==> config.mk <==
export PLATFORM = sky130hd
export DESIGN_NAME = posf_framer
export DESIGN_NICKNAME = d
export VERILOG_FILES = /design/src/common/posf_pkg.sv /design/src/hdl/posf_framer.sv
export SDC_FILE = /design/constraint.sdc
export NUM_CORES = 1
export LEC_CHECK = 0
export ABC_AREA = 1
export BUFFER_PORTS_ARGS = -buffer_cell sky130_fd_sc_hd__buf_2
export CAP_MARGIN = 20
export CELL_PAD_IN_SITES_DETAIL_PLACEMENT = 1
export CELL_PAD_IN_SITES_GLOBAL_PLACEMENT = 1
export CORE_ASPECT_RATIO = 1.25
export CORE_UTILIZATION = 44
export CTS_CLUSTER_SIZE = 20
export DETAILED_ROUTE_END_ITERATION = 10
export PLACE_DENSITY_LB_ADDON = 0.1
export SYNTH_ARGS = -nofsm -noshare
export SYNTH_HDL_FRONTEND = slang
export SYNTH_SLANG_ARGS = --single-unit
export TNS_END_PERCENT = 30
==> constraint.sdc <==
create_clock -name clock -period 4.9 [get_ports clock]
set_input_delay 0.98 -clock clock [delete_from_list [all_inputs] [get_ports clock]]
set_output_delay 0.98 -clock clock [all_outputs]
set_load 0.005 [all_outputs]
==> src/common/posf_pkg.sv <==
/*
 Shared constants and types for the packet framer: register map, control bits,
 event bits, octet codes, CRC constants and the state record.
 Assumes a single clock domain and a 32-bit register bus.
*/
package posf_pkg;
	// ==========================================
	// Register map and reset values
	localparam logic [7:0] OFF_CTRL = 8'h00;
	localparam logic [7:0] OFF_FLAGS = 8'h04;
	localparam logic [7:0] OFF_ACF = 8'h08;
	localparam logic [7:0] OFF_PRF = 8'h0C;
	localparam logic [7:0] OFF_RXCNT = 8'h10;
	localparam logic [7:0] OFF_ERRCNT = 8'h14;
	localparam logic [7:0] OFF_ISTAT = 8'h18;
	localparam logic [7:0] OFF_IMASK = 8'h1C;
	localparam logic [15:0] RST_ACF = 16'hFF03;
	localparam logic [15:0] RST_PRF = 16'h0021;
	// ==========================================
	// Control and event bit positions
	localparam int C_F32 = 0;
	localparam int C_CMP = 1;
	localparam int C_TRN = 2;
	localparam int C_DSC = 3;
	localparam int C_TEN = 4;
	localparam int E_ABT = 0;
	localparam int E_CRC = 1;
	localparam int E_SHT = 2;
	localparam int E_LNG = 3;
	localparam int E_ACE = 4;
	localparam int E_PRE = 5;
	localparam int E_DRP = 6;
	localparam int CNT_W = 32;
	// ==========================================
	// Octets and check sequence constants
	localparam logic [7:0] FLAG = 8'h7E;
	localparam logic [7:0] ESC = 8'h7D;
	localparam logic [7:0] ESC_X = 8'h20;
	localparam logic [31:0] POLY16 = 32'h0000_8408;
	localparam logic [31:0] POLY32 = 32'hEDB8_8320;
	localparam logic [31:0] INIT16 = 32'h0000_FFFF;
	localparam logic [31:0] INIT32 = 32'hFFFF_FFFF;
	localparam logic [31:0] RES16 = 32'h0000_F0B8;
	localparam logic [31:0] RES32 = 32'hDEBB_20E3;
	localparam logic [2:0] FCS16_LEN = 3'h2;
	localparam logic [2:0] FCS32_LEN = 3'h4;
	localparam logic [2:0] AC_LEN = 3'h2;
	// ==========================================
	// State
	typedef enum logic [3:0] {
		POSF_TX_IDLE = 4'b0001,
		POSF_TX_HDR = 4'b0010,
		POSF_TX_DATA = 4'b0100,
		POSF_TX_FCS = 4'b1000
	} posf_txs_t;

	typedef struct packed {
		logic [4:0] ctrl;
		logic [7:0] nflag;
		logic [15:0] acf;
		logic [15:0] prf;
		logic [6:0] ist;
		logic [6:0] imsk;
		logic [CNT_W-1:0] rxc;
		logic [CNT_W-1:0] erc;
		logic aw;
		logic [7:0] aa;
		logic [31:0] rd;
		posf_txs_t ts;
		logic [8:0] gap;
		logic [2:0] idx;
		logic esc;
		logic [7:0] pend;
		logic [7:0] tdat;
		logic [31:0] tcrc;
		logic inf;
		logic resc;
		logic [15:0] cnt;
		logic [2:0] ridx;
		logic [2:0] fill;
		logic [31:0] dly;
		logic [31:0] rcrc;
		logic ace;
		logic pre;
		logic [7:0] odat;
		logic oval;
		logic oend;
		logic oerr;
		logic [6:0] ind;
	} posf_st_t;
endpackage

==> src/hdl/posf_framer.sv <==
/*
 Packet framer with octet stuffing and check sequence, transmit and receive,
 with an AHB-Lite register slave and one interrupt line.
 Assumes the packet FIFO and the line framer run on the same clock.
*/
module posf_framer #(
	parameter logic [15:0] MIN_LEN = 16'h0004,
	parameter logic [15:0] MAX_LEN = 16'h05DC
) (
	// Clock and reset
	input wire logic clock,
	input wire logic rst_b,
	// AHB-Lite slave
	input wire logic hsel,
	input wire logic [31:0] haddr,
	input wire logic [1:0] htrans,
	input wire logic hwrite,
	input wire logic [2:0] hsize,
	input wire logic [31:0] hwdata,
	input wire logic hready,
	output logic hreadyout,
	output logic hresp,
	output logic [31:0] hrdata,
	output logic irq,
	// Transmit FIFO side
	input wire logic [7:0] tx_data,
	input wire logic tx_valid,
	input wire logic tx_last,
	output logic tx_ready,
	// Line side
	output logic [7:0] line_tx_data,
	input wire logic [7:0] rx_data,
	input wire logic rx_valid,
	// Receive output
	output logic [7:0] rx_out_data,
	output logic rx_out_valid,
	output logic rx_out_end,
	output logic rx_out_err,
	output logic [6:0] rx_ind
);
	import posf_pkg::*;

	posf_st_t q, d;
	logic [7:0] oct, rb;
	logic raw, tk, f32, dsc;
	logic [34:0] hd;
	logic [2:0] fl;
	logic [15:0] ovh;
	logic [6:0] ev;

	// ==========================================
	// Helpers
	function automatic logic [31:0] crc_upd(input logic [31:0] c, input logic [7:0] b,
		input logic w32);
		logic [31:0] r;
		r = c;
		for (int i = 0; i < 8; i++) begin
			if (r[0] ^ b[i]) begin
				r = (r >> 1) ^ (w32 ? POLY32 : POLY16);
			end else begin
				r = r >> 1;
			end
		end
		return r;
	endfunction

	// Header octets, first in the low byte, and their count in the top bits.
	function automatic logic [34:0] hdr(input logic [4:0] c, input logic [15:0] a,
		input logic [15:0] p);
		logic [34:0] h;
		if (c[C_CMP]) begin
			h = {(c[C_TRN] ? 3'h0 : 3'h1), 24'h0, p[7:0]};
		end else begin
			h = {(c[C_TRN] ? AC_LEN : 3'h4), p[7:0], p[15:8], a[7:0], a[15:8]};
		end
		return h;
	endfunction

	assign hreadyout = 1'b1;
	assign hresp = 1'b0;
	assign hrdata = q.rd;
	assign irq = |(q.ist & q.imsk);
	assign line_tx_data = q.tdat;
	assign rx_out_data = q.odat;
	assign rx_out_valid = q.oval;
	assign rx_out_end = q.oend;
	assign rx_out_err = q.oerr;
	assign rx_ind = q.ind;

	// ==========================================
	// Next state
	always_comb begin
		d = q;
		tx_ready = 1'b0;
		oct = FLAG;
		rb = 8'h00;
		raw = 1'b0;
		tk = 1'b0;
		ev = '0;
		f32 = q.ctrl[C_F32];
		dsc = q.ctrl[C_DSC];
		fl = f32 ? FCS32_LEN : FCS16_LEN;
		hd = hdr(q.ctrl, q.acf, q.prf);
		ovh = {13'h0, hd[34:32]} + {13'h0, fl};
		d.oval = 1'b0;
		d.oend = 1'b0;
		d.oerr = 1'b0;
		d.ind = '0;
		// Register writes land in the data phase; status clears before events are merged.
		d.aw = hsel && htrans[1] && hready && hwrite;
		d.aa = haddr[7:0];
		if (q.aw) begin
			case (q.aa)
				OFF_CTRL: d.ctrl = hwdata[4:0];
				OFF_FLAGS: d.nflag = hwdata[7:0];
				OFF_ACF: d.acf = hwdata[15:0];
				OFF_PRF: d.prf = hwdata[15:0];
				OFF_ISTAT: d.ist = q.ist & ~hwdata[6:0];
				OFF_IMASK: d.imsk = hwdata[6:0];
				default: d.ist = d.ist;
			endcase
		end
		if (hsel && htrans[1] && hready && !hwrite) begin
			case (haddr[7:0])
				OFF_CTRL: d.rd = {27'h0, q.ctrl};
				OFF_FLAGS: d.rd = {24'h0, q.nflag};
				OFF_ACF: d.rd = {16'h0, q.acf};
				OFF_PRF: d.rd = {16'h0, q.prf};
				OFF_RXCNT: d.rd = q.rxc;
				OFF_ERRCNT: d.rd = q.erc;
				OFF_ISTAT: d.rd = {25'h0, q.ist};
				OFF_IMASK: d.rd = {25'h0, q.imsk};
				default: d.rd = 32'h0000_0000;
			endcase
		end

		// Transmit: one line octet every clock; a stuffed octet holds the sequence.
		if (q.esc) begin
			d.tdat = q.pend ^ ESC_X;
			d.esc = 1'b0;
		end else begin
			case (q.ts)
				POSF_TX_IDLE: begin
					raw = 1'b1;
					if (q.gap != 9'h1FF) begin
						d.gap = q.gap + 9'h001;
					end
					if (q.gap >= {1'b0, q.nflag} && q.ctrl[C_TEN] && tx_valid) begin
						d.ts = POSF_TX_HDR;
						d.idx = 3'h0;
						d.tcrc = f32 ? INIT32 : INIT16;
					end
				end
				POSF_TX_HDR: begin
					if (q.idx < hd[34:32]) begin
						oct = hd[{q.idx[1:0], 3'b000} +: 8];
						d.tcrc = crc_upd(q.tcrc, oct, f32);
						d.idx = q.idx + 3'h1;
					end else begin
						tk = 1'b1;
					end
				end
				POSF_TX_DATA: tk = 1'b1;
				POSF_TX_FCS: begin
					oct = ~q.tcrc[{q.idx[1:0], 3'b000} +: 8];
					d.idx = q.idx + 3'h1;
					if (q.idx == fl - 3'h1) begin
						d.ts = POSF_TX_IDLE;
						d.gap = 9'h000;
					end
				end
				default: d.ts = POSF_TX_IDLE;
			endcase
			if (tk) begin
				if (tx_valid) begin
					tx_ready = 1'b1;
					oct = tx_data;
					d.tcrc = crc_upd(q.tcrc, oct, f32);
					d.ts = tx_last ? POSF_TX_FCS : POSF_TX_DATA;
					d.idx = 3'h0;
				end else begin
					// An empty FIFO mid-packet aborts it: escape then the idle flag.
					oct = ESC;
					raw = 1'b1;
					d.ts = POSF_TX_IDLE;
					d.gap = 9'h000;
				end
			end
			if (!raw && (oct == FLAG || oct == ESC)) begin
				d.tdat = ESC;
				d.pend = oct;
				d.esc = 1'b1;
			end else begin
				d.tdat = oct;
			end
		end

		// Receive
		if (rx_valid) begin
			if (rx_data == FLAG) begin
				if (q.inf && (q.cnt != 16'h0000 || q.resc)) begin
					ev[E_ABT] = q.resc;
					ev[E_CRC] = !q.resc && q.rcrc != (f32 ? RES32 : RES16);
					ev[E_SHT] = q.cnt < ovh + MIN_LEN;
					ev[E_LNG] = q.cnt > ovh + MAX_LEN;
					ev[E_ACE] = q.ace;
					ev[E_PRE] = q.pre;
					ev[E_DRP] = dsc && (q.ace || q.pre);
					d.ind = ev;
					d.oend = 1'b1;
					d.oerr = |ev;
					d.rxc = q.rxc + 1'b1;
					if (|ev) begin
						d.erc = q.erc + 1'b1;
					end
				end
				d.inf = 1'b1;
				d.resc = 1'b0;
				d.cnt = 16'h0000;
				d.ridx = 3'h0;
				d.fill = 3'h0;
				d.ace = 1'b0;
				d.pre = 1'b0;
				d.rcrc = f32 ? INIT32 : INIT16;
			end else if (q.inf) begin
				if (rx_data == ESC && !q.resc) begin
					d.resc = 1'b1;
				end else begin
					rb = rx_data ^ (q.resc ? ESC_X : 8'h00);
					d.resc = 1'b0;
					d.rcrc = crc_upd(q.rcrc, rb, f32);
					if (q.cnt != 16'hFFFF) begin
						d.cnt = q.cnt + 16'h0001;
					end
					if (q.ridx < hd[34:32]) begin
						d.ridx = q.ridx + 3'h1;
						if (rb != hd[{q.ridx[1:0], 3'b000} +: 8]) begin
							if (!q.ctrl[C_CMP] && q.ridx < AC_LEN) begin
								d.ace = 1'b1;
							end else begin
								d.pre = 1'b1;
							end
						end
					end else begin
						// The last fl octets may be the check sequence, so hold them back.
						d.dly = {q.dly[23:0], rb};
						if (q.fill == fl) begin
							d.odat = q.dly[{fl[1:0] - 2'h1, 3'b000} +: 8];
							d.oval = !(dsc && (q.ace || q.pre));
						end else begin
							d.fill = q.fill + 3'h1;
						end
					end
				end
			end
		end
		d.ist = d.ist | ev;
	end

	always_ff @(posedge clock) begin
		if (!rst_b) begin
			q <= '0;
			q.ts <= POSF_TX_IDLE;
			q.acf <= RST_ACF;
			q.prf <= RST_PRF;
			q.tdat <= FLAG;
		end else begin
			q <= d;
		end
	end
endmodule

==> results of run 1 <==
## cell usage in the layout, fill, tap and decap left out, types with 7 or more instances in the layout
master     instances
o21ai_1           16
o22ai_1           42
a221oi_1          25
dfxtp_1          336
a21oi_1          315
a31oi_1           19
xnor2_1           27
nand4_1           63
inv_2             13
nand3b_1           7
inv_1            345
nor3_1            65
nand2_1          606
clkinv_2          12
xor2_1           147
nor4_1            24
buf_4             44
ha_1              28
clkbuf_8           8
o211ai_1          30
nand2_4            8
o21ai_0          309
nand2_2           23
nor2_1           215
a211oi_1          19
o221ai_1          10
nand3_2            8
clkbuf_16         41
nand3_1          182
buf_2            107
## routing by layer
metal | up-vias | global-route usage (%) | wire length, µm
li1 | 10710 | - | -
met1 | 11150 | 37.57 | 33840
met2 | 628 | 59.97 | 42640
met3 | 264 | 3.760 | 3332
met4 | 0 | 21.66 | 5818
met5 | - | 0 | 0
## worst max-delay path: stages (launching register included)
cell and delay, ns:
dfxtp_1 0.35, buf_4 0.29, nor2_1 0.08, inv_1 0.13
ha_1 0.27, a21oi_1 0.19, nand2_2 0.13, nand2_4 0.18
inv_2 0.17, or2_4 0.28, nand2_2 0.20, nor2_1 0.07
buf_4 0.22, buf_2 0.14
## final cells by class
type / instances / area (µm²) / share of cell area, %
clock buffers: 52 / 1147 / 4.831
clock inverters: 21 / 207.7 / 0.8745
inverters: 363 / 1370 / 5.769
multi-input cells: 2300 / 12550 / 52.83
flip-flops and latches: 337 / 6750 / 28.42
well taps: 644 / 805.8 / 3.393
repair buffers: 154 / 920.9 / 3.877
## sequential cells by signal, indices dropped and copies added (netlist names)
register      cells
q               277
hrdata           32
line_tx_data      8
rx_out_data       8
rx_ind            7
dsc               1
f32               1
rx_out_end        1
rx_out_err        1
rx_out_valid      1
## where the power goes
group	total [mW]	internal [mW]	leakage (nW)	switching, mW
sequential	3.12	2.89	2.72	0.231
clock	3.12	1.82	0.676	1.30
combinational	3.61	1.16	5.93	2.45
total	9.84	5.86	9.33	3.98
## cell families after synthesis
family | count (synthesis) | share of synthesized area [%]
simple gates | 1241 | 25.81
compound gates | 838 | 21.67
buf+inv | 565 | 11.22
flops | 337 | 31.07
xor+xnor | 191 | 8.580
fa+ha+maj | 28 | 1.613
other cells | 2 | 0.03459
## cell usage after synthesis, drive strengths merged (42+ instances only)
library cell	instances	area [µm²]
a21oi	315	1577
buf	95	668.1
clkbuf	107	401.6
dfxtp	337	6746
inv	360	1356
nand2	638	2529
nand3	192	1026
nand4	64	415.4
nor2	222	860.8
nor3	71	391.6
o21ai	327	1644
o22ai	42	262.8
xor2	156	1468
## final timing paths
kind / end / slack [ns] / cells past startpoint
min reg2reg: q[154] / 0.45 / 2
max reg2reg: q[240] / 0.99 / 11
min: q[154] / 0.45 / 2
max: tx_ready / 0.66 / 13
==> run metrics, run 1 <==
Slew @ Worst Pin between 1 and 1.5 ns; # diodes 0; placer congestion estimate 0.9982; Slew HR between 20 and 25%; Hold Crit Start q[154]; fin util about half; CTS root buf clkbuf_16; max-slew violation count 0; die height approximately 250 µm; GRT overflow 0; Finished Layout Cells approximately 3,900; CP startpoint q[333]; Synth Flop Type dfxtp_1; CTS tree yes; DR pass1 iterations 5; Avg Inst Size Synth 6.782 µm²; largest net degree at the start of global routing between 150 and 200; CP arrival between 3 and 4 ns; Setup Skew around 0.014 ns; clk slew on worst S/H paths 0.06 ns; first-pass GRT wire length around 130,000 µm; via count between 20,000 and 25,000; H-tree Lvls 2; Layout area overhead 9.375%; hpwl dp between 60,000 and 70,000 µm; initial antenna violation count 0; antenna viol nets, final 0; fin worst setup slack ~0.66 ns; Max FO, Critical Path 24; WP data required 3.92 ns; Netlist cell types 73; Core Footprint between 40,000 and 50,000 µm²; Crit Reg-Reg Startpoint f32; HP Class reg -> reg; full die area around 50,000 µm²; number of port buffers between 100 and 150; Yosys warning total 0; post-synthesis register bit count approximately 340; Layout Nets between 3,000 and 4,000; row count 90; RSZ-0062 raised after global routing no; final setup vio count 0; Setup WS pre-CTS ~1.0 ns; CTS Buf Count 40; number of enable flip-flop cells after synthesis 0; post-synthesis instance area about 22,000 µm²; crit share post-route roughly 86%; DRC violations left 0; fmax approximately 0.24 GHz; Worst-Skew Late Latency approximately 0.57 ns; Placed Cells 3,796; Static Leak about 9.3 nW; Post-CTS Setup Bufs 0; CTS sink cnt 337; die width around 200 µm; async set-or-reset flop fraction in the synthesized netlist 0%; Crit. End Element primary output; CP Launch Type flip-flop; final worst path period need between 4 and 5 ns; initial core utilization around 45%; post-CTS sizing 0; vias in the first global route 23,270; Synth Net Count 3,323; Vias/cell around 5.9; clk buf depth 3; total track usage between 30% and 40%; Final Hold Slack between 0.4 and 0.5 ns; pwr dens 414.4 nW/µm²; Fill cells approximately 6,400; Ports around 160; Area after DPL ~22,000 µm²; DRT Wirelength roughly 86,000 µm; maximum VDD drop 248.2 µV; status complete, no violations; initial DRC count between 1,000 and 1,500; cells after synthesis 3,202; Post-Layout Inst Area 23,750 µm²; routed len/inst between 20 and 25 µm; power consumption 9.843 mW; hold buffers post-CTS 0; final hold vios 0; number of max-cap violations 0; Crit Path Category reg -> out; total negative slack 0 ns; share of cells above drive strength 1 10.23%; sequential cell area fraction in the yosys report 31.07%
No activity file was read; power rests on OpenSTA's default activity.
==> run 2, diff against run 1 <==
Settings changed: CORE_UTILIZATION 44 to 46, CTS_BUF_LIST set to sky130_fd_sc_hd__clkbuf_4.
==> run 2 against run 1 <==
  * Sequential share of layout area grew 0.37 points
  * Register-to-register slack better by 0.09 ns
  * Clock power is 18% lower
  * Largest power group unchanged
  * Setup slack worse by 0.21 ns
  * Combinational power is essentially flat
  * Fmax is 4.7% lower
  * First-iteration DRC count decreased by 16%
  * Die area fell by 4.3%
  * Core utilization up 1.6 points
  * Wire length about the same
==> run metrics, run 2 (same netlist as run 1, synthesis figures left out) <==
clk buf depth 3 (unchanged); total negative slack 0 ns (unchanged); Layout Nets 3,364 (+1.4%); final hold vios 0 (unchanged); commonest non-fill, non-tap cell in the layout nand2_1; initial core utilization 46.84% (+2.1 points); Layout area overhead 7.974%; Placed Cells 3,779 (-0.45%); Slew @ Worst Pin 1.127 ns (+0.009178 ns); Static Leak 9.289 nW (-0.42%); number of max-cap violations 0 (unchanged); routed len/inst 21.71 µm (-1.8%); P_sw 3.988 mW (+0.20%); CTS tree yes; placer congestion estimate 0.9838 (-1.4%); full die area 48,080 µm² (-4.3%); Post-CTS Setup Bufs 0 (unchanged); Fill cells 6,228 (-2.7%); share of cells above drive strength 1 11.82% (+1.6 points); Flop pwr share 33.5% (+1.8 points); Worst-Skew Late Latency 0.87 ns (+0.30 ns); clock share of power 27.5% (-4.2 points); H-tree Lvls 3 (+1); clk slew on worst S/H paths 0.07 ns (about the same); CTS root buf clkbuf_4; largest net degree at the start of global routing 105 (-36%); DRT Wirelength 85,600 µm (about the same); post-CTS sizing 0 (unchanged); Multi-input gate area 12,550 µm² (unchanged); initial antenna violation count 5 (+5); pwr dens 396.4 nW/µm² (-4.4%); DR pass1 iterations 5 (unchanged); die height 244.9 µm (-2.2%); initial DRC count 1,230 (-16%); max reg flops 277 (unchanged); max-slew violation count 0 (unchanged); Core Footprint 46,350 µm² (-4.5%); hold buffers post-CTS 0 (unchanged); total track usage 35.65% (+2.2 points); RSZ-0062 raised after global routing no; CP Launch Type flip-flop; most frequent cells in the layout nand2_1 (606), inv_1 (345), dfxtp_1 (336); Crit. End Element primary output; die width 196.3 µm (-2.2%); Logic pwr share 39.0% (+2.3 points); final worst path period need 4.445 ns (+0.2069 ns); number of port buffers 108 (unchanged); row count 88 (-2.2%); Power Internal 5.305 mW (-9.5%); final setup vio count 0 (unchanged); WP data required 3.92 ns (about the same); Setup Skew 0.07425 ns (+0.06000 ns); Post-Layout Inst Area 23,450 µm² (-1.3%); Sw Share 42.91% (+2.5 points); power consumption 9.293 mW (-5.6%); Area after DPL 22,310 µm² (-0.24%); status complete, no violations; Ports 155 (unchanged); Hold Crit Start hwdata[12]; GRT overflow 0 (unchanged); antenna viol nets, final 0 (unchanged); hpwl dp 64,180 µm (+1.1%); crit share post-route 90.70% (+4.2 points); CTS Buf Count 91 (+130%); HP Class in -> reg; fmax 0.2250 GHz (-4.7%); CP arrival 3.46 ns (+0.20 ns); Max FO, Critical Path 38 (+58%); Vias/cell 5.837 (-0.69%); vias in the first global route 23,880 (+2.6%); Most flops, register q; Crit Reg-Reg Startpoint q[333]; maximum VDD drop 184.0 µV (-26%); Finished Layout Cells 3,942 (+1.8%); DRC violations left 0 (unchanged); Sequential cell area 6750 µm² (unchanged); Slew HR 24.88% (+0.36 points); via count 23,010 (+1.1%); first-pass GRT wire length 133,100 µm (+0.76%); CP startpoint q[333]; CTS sink cnt 337 (unchanged); Crit Path Category reg -> out
run 2: cell count changes in the layout (fill, tap and decap cells not counted), sizes merged:
cell	delta
buf	-4
bufinv	-2
clkbuf	+78
clkinv	+10
clkinvlp	-2
diode	+5
run 2: layout make-up:
cell class                 count  share of cell area (%)
inverter                     363                   5.843
clock inverter                27                  0.5763
multi-input combinational   2300                   53.52
timing repair buffer         150                   3.693
tap                          630                   3.362
antenna                        5                 0.05336
sequential                   337                   28.79
clock buffer                 130                   4.162
run 2: per-layer routing:
metal	track usage, %	wire length, µm
met1	38.52	33030
met2	61.91	41690
met3	5.771	3906
met4	28.08	6973
met5	0	0
run 2: critical path: stages, from the launching register on:
cell and delay, ns:
dfxtp_1 0.39, buf_4 0.29, inv_6 0.16, nor2_4 0.17, nand2_1 0.09, nand3_2 0.08
nand2_2 0.09, nand2_4 0.21, inv_2 0.18, or2_4 0.29, nand2_2 0.39, nor2_1 0.13
buf_2 0.17
run 2: final timing paths:
check / endpoint / slack (ns) / depth (start not counted)
worst max-delay path: tx_ready / 0.46 / 12
worst min-delay path: q[320] / 0.35 / 3
worst max register to register: q[149] / 1.08 / 18
worst min register to register: q[154] / 0.45 / 2
run 2: power groups by stage:
stage | Clock (mW) | Sequential (mW) | Combinational [mW]
finish | 2.56 | 3.12 | 3.62
global route | 2.76 | 3.13 | 3.92
CTS | 2.62 | 3.11 | 3.57
detailed placement | 0 | 3.17 | 3.55
global placement | 0 | 3.16 | 3.43
floorplan | 0 | 3.06 | 2.64
run 2: stage by stage:
stage	worst slack [ns]	hold slack [ns]	utilization [%]
6_report	0.4555	0.3525	50.58
5_1_grt	0.2037	0.3197	50.57
4_1_cts	0.3806	0.2830	50.52
3_5_place_dp	1.084	0.4470	48.12
3_3_place_gp	1.122	0.4358	48.12
2_1_floorplan	1.121	0.4300	-
==> run 3, diff against run 2 <==
Settings changed: CORE_UTILIZATION 46 to 47.
Clock period 4.9 ns to 5.27 ns, I/O delays scaled along.
==> run 3 against run 2 <==
  * Via count about the same
  * First-iteration DRC count up 10%
  * Sequential share of layout area about the same
  * Clock power down 3%
  * Core utilization up 1.0 points
  * Setup slack better by 0.24 ns
  * Sequential power down 8.0%
  * Critical path depth up 1
  * Global-route usage up 0.061 points
  * Largest cell class unchanged
  * Largest power group unchanged
==> run metrics, run 3 (same netlist as run 1, synthesis figures left out) <==
HP Class in -> reg; Worst-Skew Late Latency 0.90 ns (+0.03 ns); clk slew on worst S/H paths 0.07 ns (about the same); CTS root buf clkbuf_4; CTS sink cnt 337 (unchanged); antenna viol nets, final 0 (unchanged); die height 242.3 µm (-1.1%); Slew @ Worst Pin 1.207 ns (+0.08035 ns); critical path's top delay family buffers and inverters; Vias/cell 5.926 (+1.5%); Worst path slowest cell dfxtp_1; largest net degree at the start of global routing 146 (+39%); maximum VDD drop 197.4 µV (+7.2%); share of cells above drive strength 1 11.85% (+0.029 points); Worst Reg-to-Reg Cells 17 (-1); Crit. End Element primary output; CP Buf/Inv Count 5 (+1); Hold Crit Depth 3 (unchanged); CP arrival 3.52 ns (+0.06 ns); Finished Layout Cells 3,879 (-1.6%); pwr dens 372.9 nW/µm² (-5.9%); Worst path max stage delay 0.37 ns (-0.02 ns); Core Footprint 45,390 µm² (-2.1%); first-pass GRT wire length 131,600 µm (-1.1%); CTS Buf Count 91 (unchanged); final setup vio count 0 (unchanged); H-tree Lvls 3 (unchanged); Post-CTS Setup Bufs 0 (unchanged); die width 194.3 µm (-1.1%); Slew HR 18.47% (-6.4 points); Hold Path Sink q[211]; WP data required 4.22 ns (+0.30 ns); full die area 47,070 µm² (-2.1%); Hold Crit Start haddr[6]; placer congestion estimate 0.9903 (+0.66%); final worst path period need 4.576 ns; Fill cells 6,101 (-2.0%); DRT Wirelength 84,380 µm (-1.4%); Final Hold Slack 0.3655 ns (+0.01295 ns); Most flops, register q; total track usage 35.71% (+0.061 points); RSZ-0062 raised after global routing no; clk buf depth 3 (unchanged); GRT overflow 0 (unchanged); Static Leak 9.291 nW (about the same); vias in the first global route 23,760 (-0.50%); via count 22,990 (-0.10%); DRC violations left 0 (unchanged); crit share post-route between 80% and 90%; routed len/inst 21.75 µm (+0.18%); initial core utilization 47.84% (+0.99 points); fmax 0.2185 GHz; total negative slack 0 ns (unchanged); number of port buffers 108 (unchanged); number of max-cap violations 0 (unchanged); CTS tree yes; CP Launch Type flip-flop; commonest non-fill, non-tap cell in the layout nand2_1; critical path, cell by cell buf_4 > inv_6 > nor2_4 > nand2_1 > nand3_2 > nand2_2 > nand2_4 > inv_2 > or2_4 > nand2_2 > buf_4 > nor2_1 > buf_2; Max FO, Critical Path 38 (unchanged); Crit Reg-Reg Startpoint q[334]; final hold vios 0 (unchanged); Reg2Reg Setup Slack 0.79 ns (-0.29 ns); Placed Cells 3,722 (-1.5%); hpwl dp 62,400 µm (-2.8%); status complete, no violations; initial DRC count 1,356 (+10%); post-CTS sizing 0 (unchanged); Setup Skew 0.04076 ns (-0.03348 ns); reg2reg end q[222]; DR pass1 iterations 6 (+1); max reg flops 277 (unchanged); hold buffers post-CTS 0 (unchanged); Ports 155 (unchanged); Layout Nets 3,359 (-0.15%); Crit Path Category reg -> out; most frequent cells in the layout nand2_1 (606), inv_1 (345), dfxtp_1 (336); Layout area overhead 7.854%; max-slew violation count 0 (unchanged); row count 87 (-1.1%); initial antenna violation count 3 (-2)
[run 3: cell types whose count changed in the layout (fill, tap and decap cells not counted), moves of 2 or more]
cell,delta
buf_12,+2
buf_4,-7
bufinv_16,+2
clkinv_1,-7
clkinvlp_4,+2
diode_2,-3
inv_6,+2
[run 3: cell type report]
cell class | count | area (µm²) | share of cell area (%)
diodes | 2 | 5.005 | 0.02137
clock buffers | 131 | 983.4 | 4.199
clock inverters | 23 | 183.9 | 0.7853
inverters | 363 | 1370 | 5.850
multi-input cells | 2300 | 12550 | 53.59
flip-flops and latches | 337 | 6750 | 28.82
well taps | 578 | 723.2 | 3.088
repair buffers | 145 | 853.3 | 3.644
[run 3: where the power goes]
part | switching (mW) | internal [mW]
Sequential | 0.191 | 2.68
Combinational | 2.29 | 1.07
Clock | 1.21 | 1.28
Total | 3.69 | 5.04
[run 3: how the worst max path moves through the flow]
stage	startpoint	to	slack (ns)	depth (start not counted)
after floorplan	f32	q[221]	1.49	19
after global placement	q[334]	q[245]	1.19	17
after detailed placement	q[334]	q[238]	0.87	17
after CTS	q[333]	tx_ready	0.68	13
after global routing	q[334]	q[233]	0.37	17
final	q[333]	tx_ready	0.69	13
[run 3: tightest hold or removal path, stage by stage]
cell,delay (ns)
buf_2,0.09
nand2_1,0.04
inv_1,0.04
[run 3: routing by layer]
metal / GRT usage [%] / routed length (µm) / part of all wire, % / vias up
met5: 0 / 12 / 0.014 / -
met4: 26.07 / 6058 / 7.2 / 2
met3: 5.109 / 4139 / 4.9 / 272
met2: 62.77 / 41800 / 50 / 735
met1: 39.21 / 32370 / 38 / 11130
li1: - / - / - / 10850
[run 3: stage by stage]
step | worst slack (ns) | util [%] | power, mW | area (µm²)
CTS | 0.6757 | 51.55 | 8.733 | 23400
floorplan | 1.491 | - | 5.297 | 21710
global placement | 1.194 | 48.98 | 6.096 | 22230
finish | 0.6939 | 51.59 | 8.732 | 23420
global route | 0.3724 | 51.59 | 9.211 | 23420
detailed placement | 0.8698 | 48.98 | 6.225 | 22230
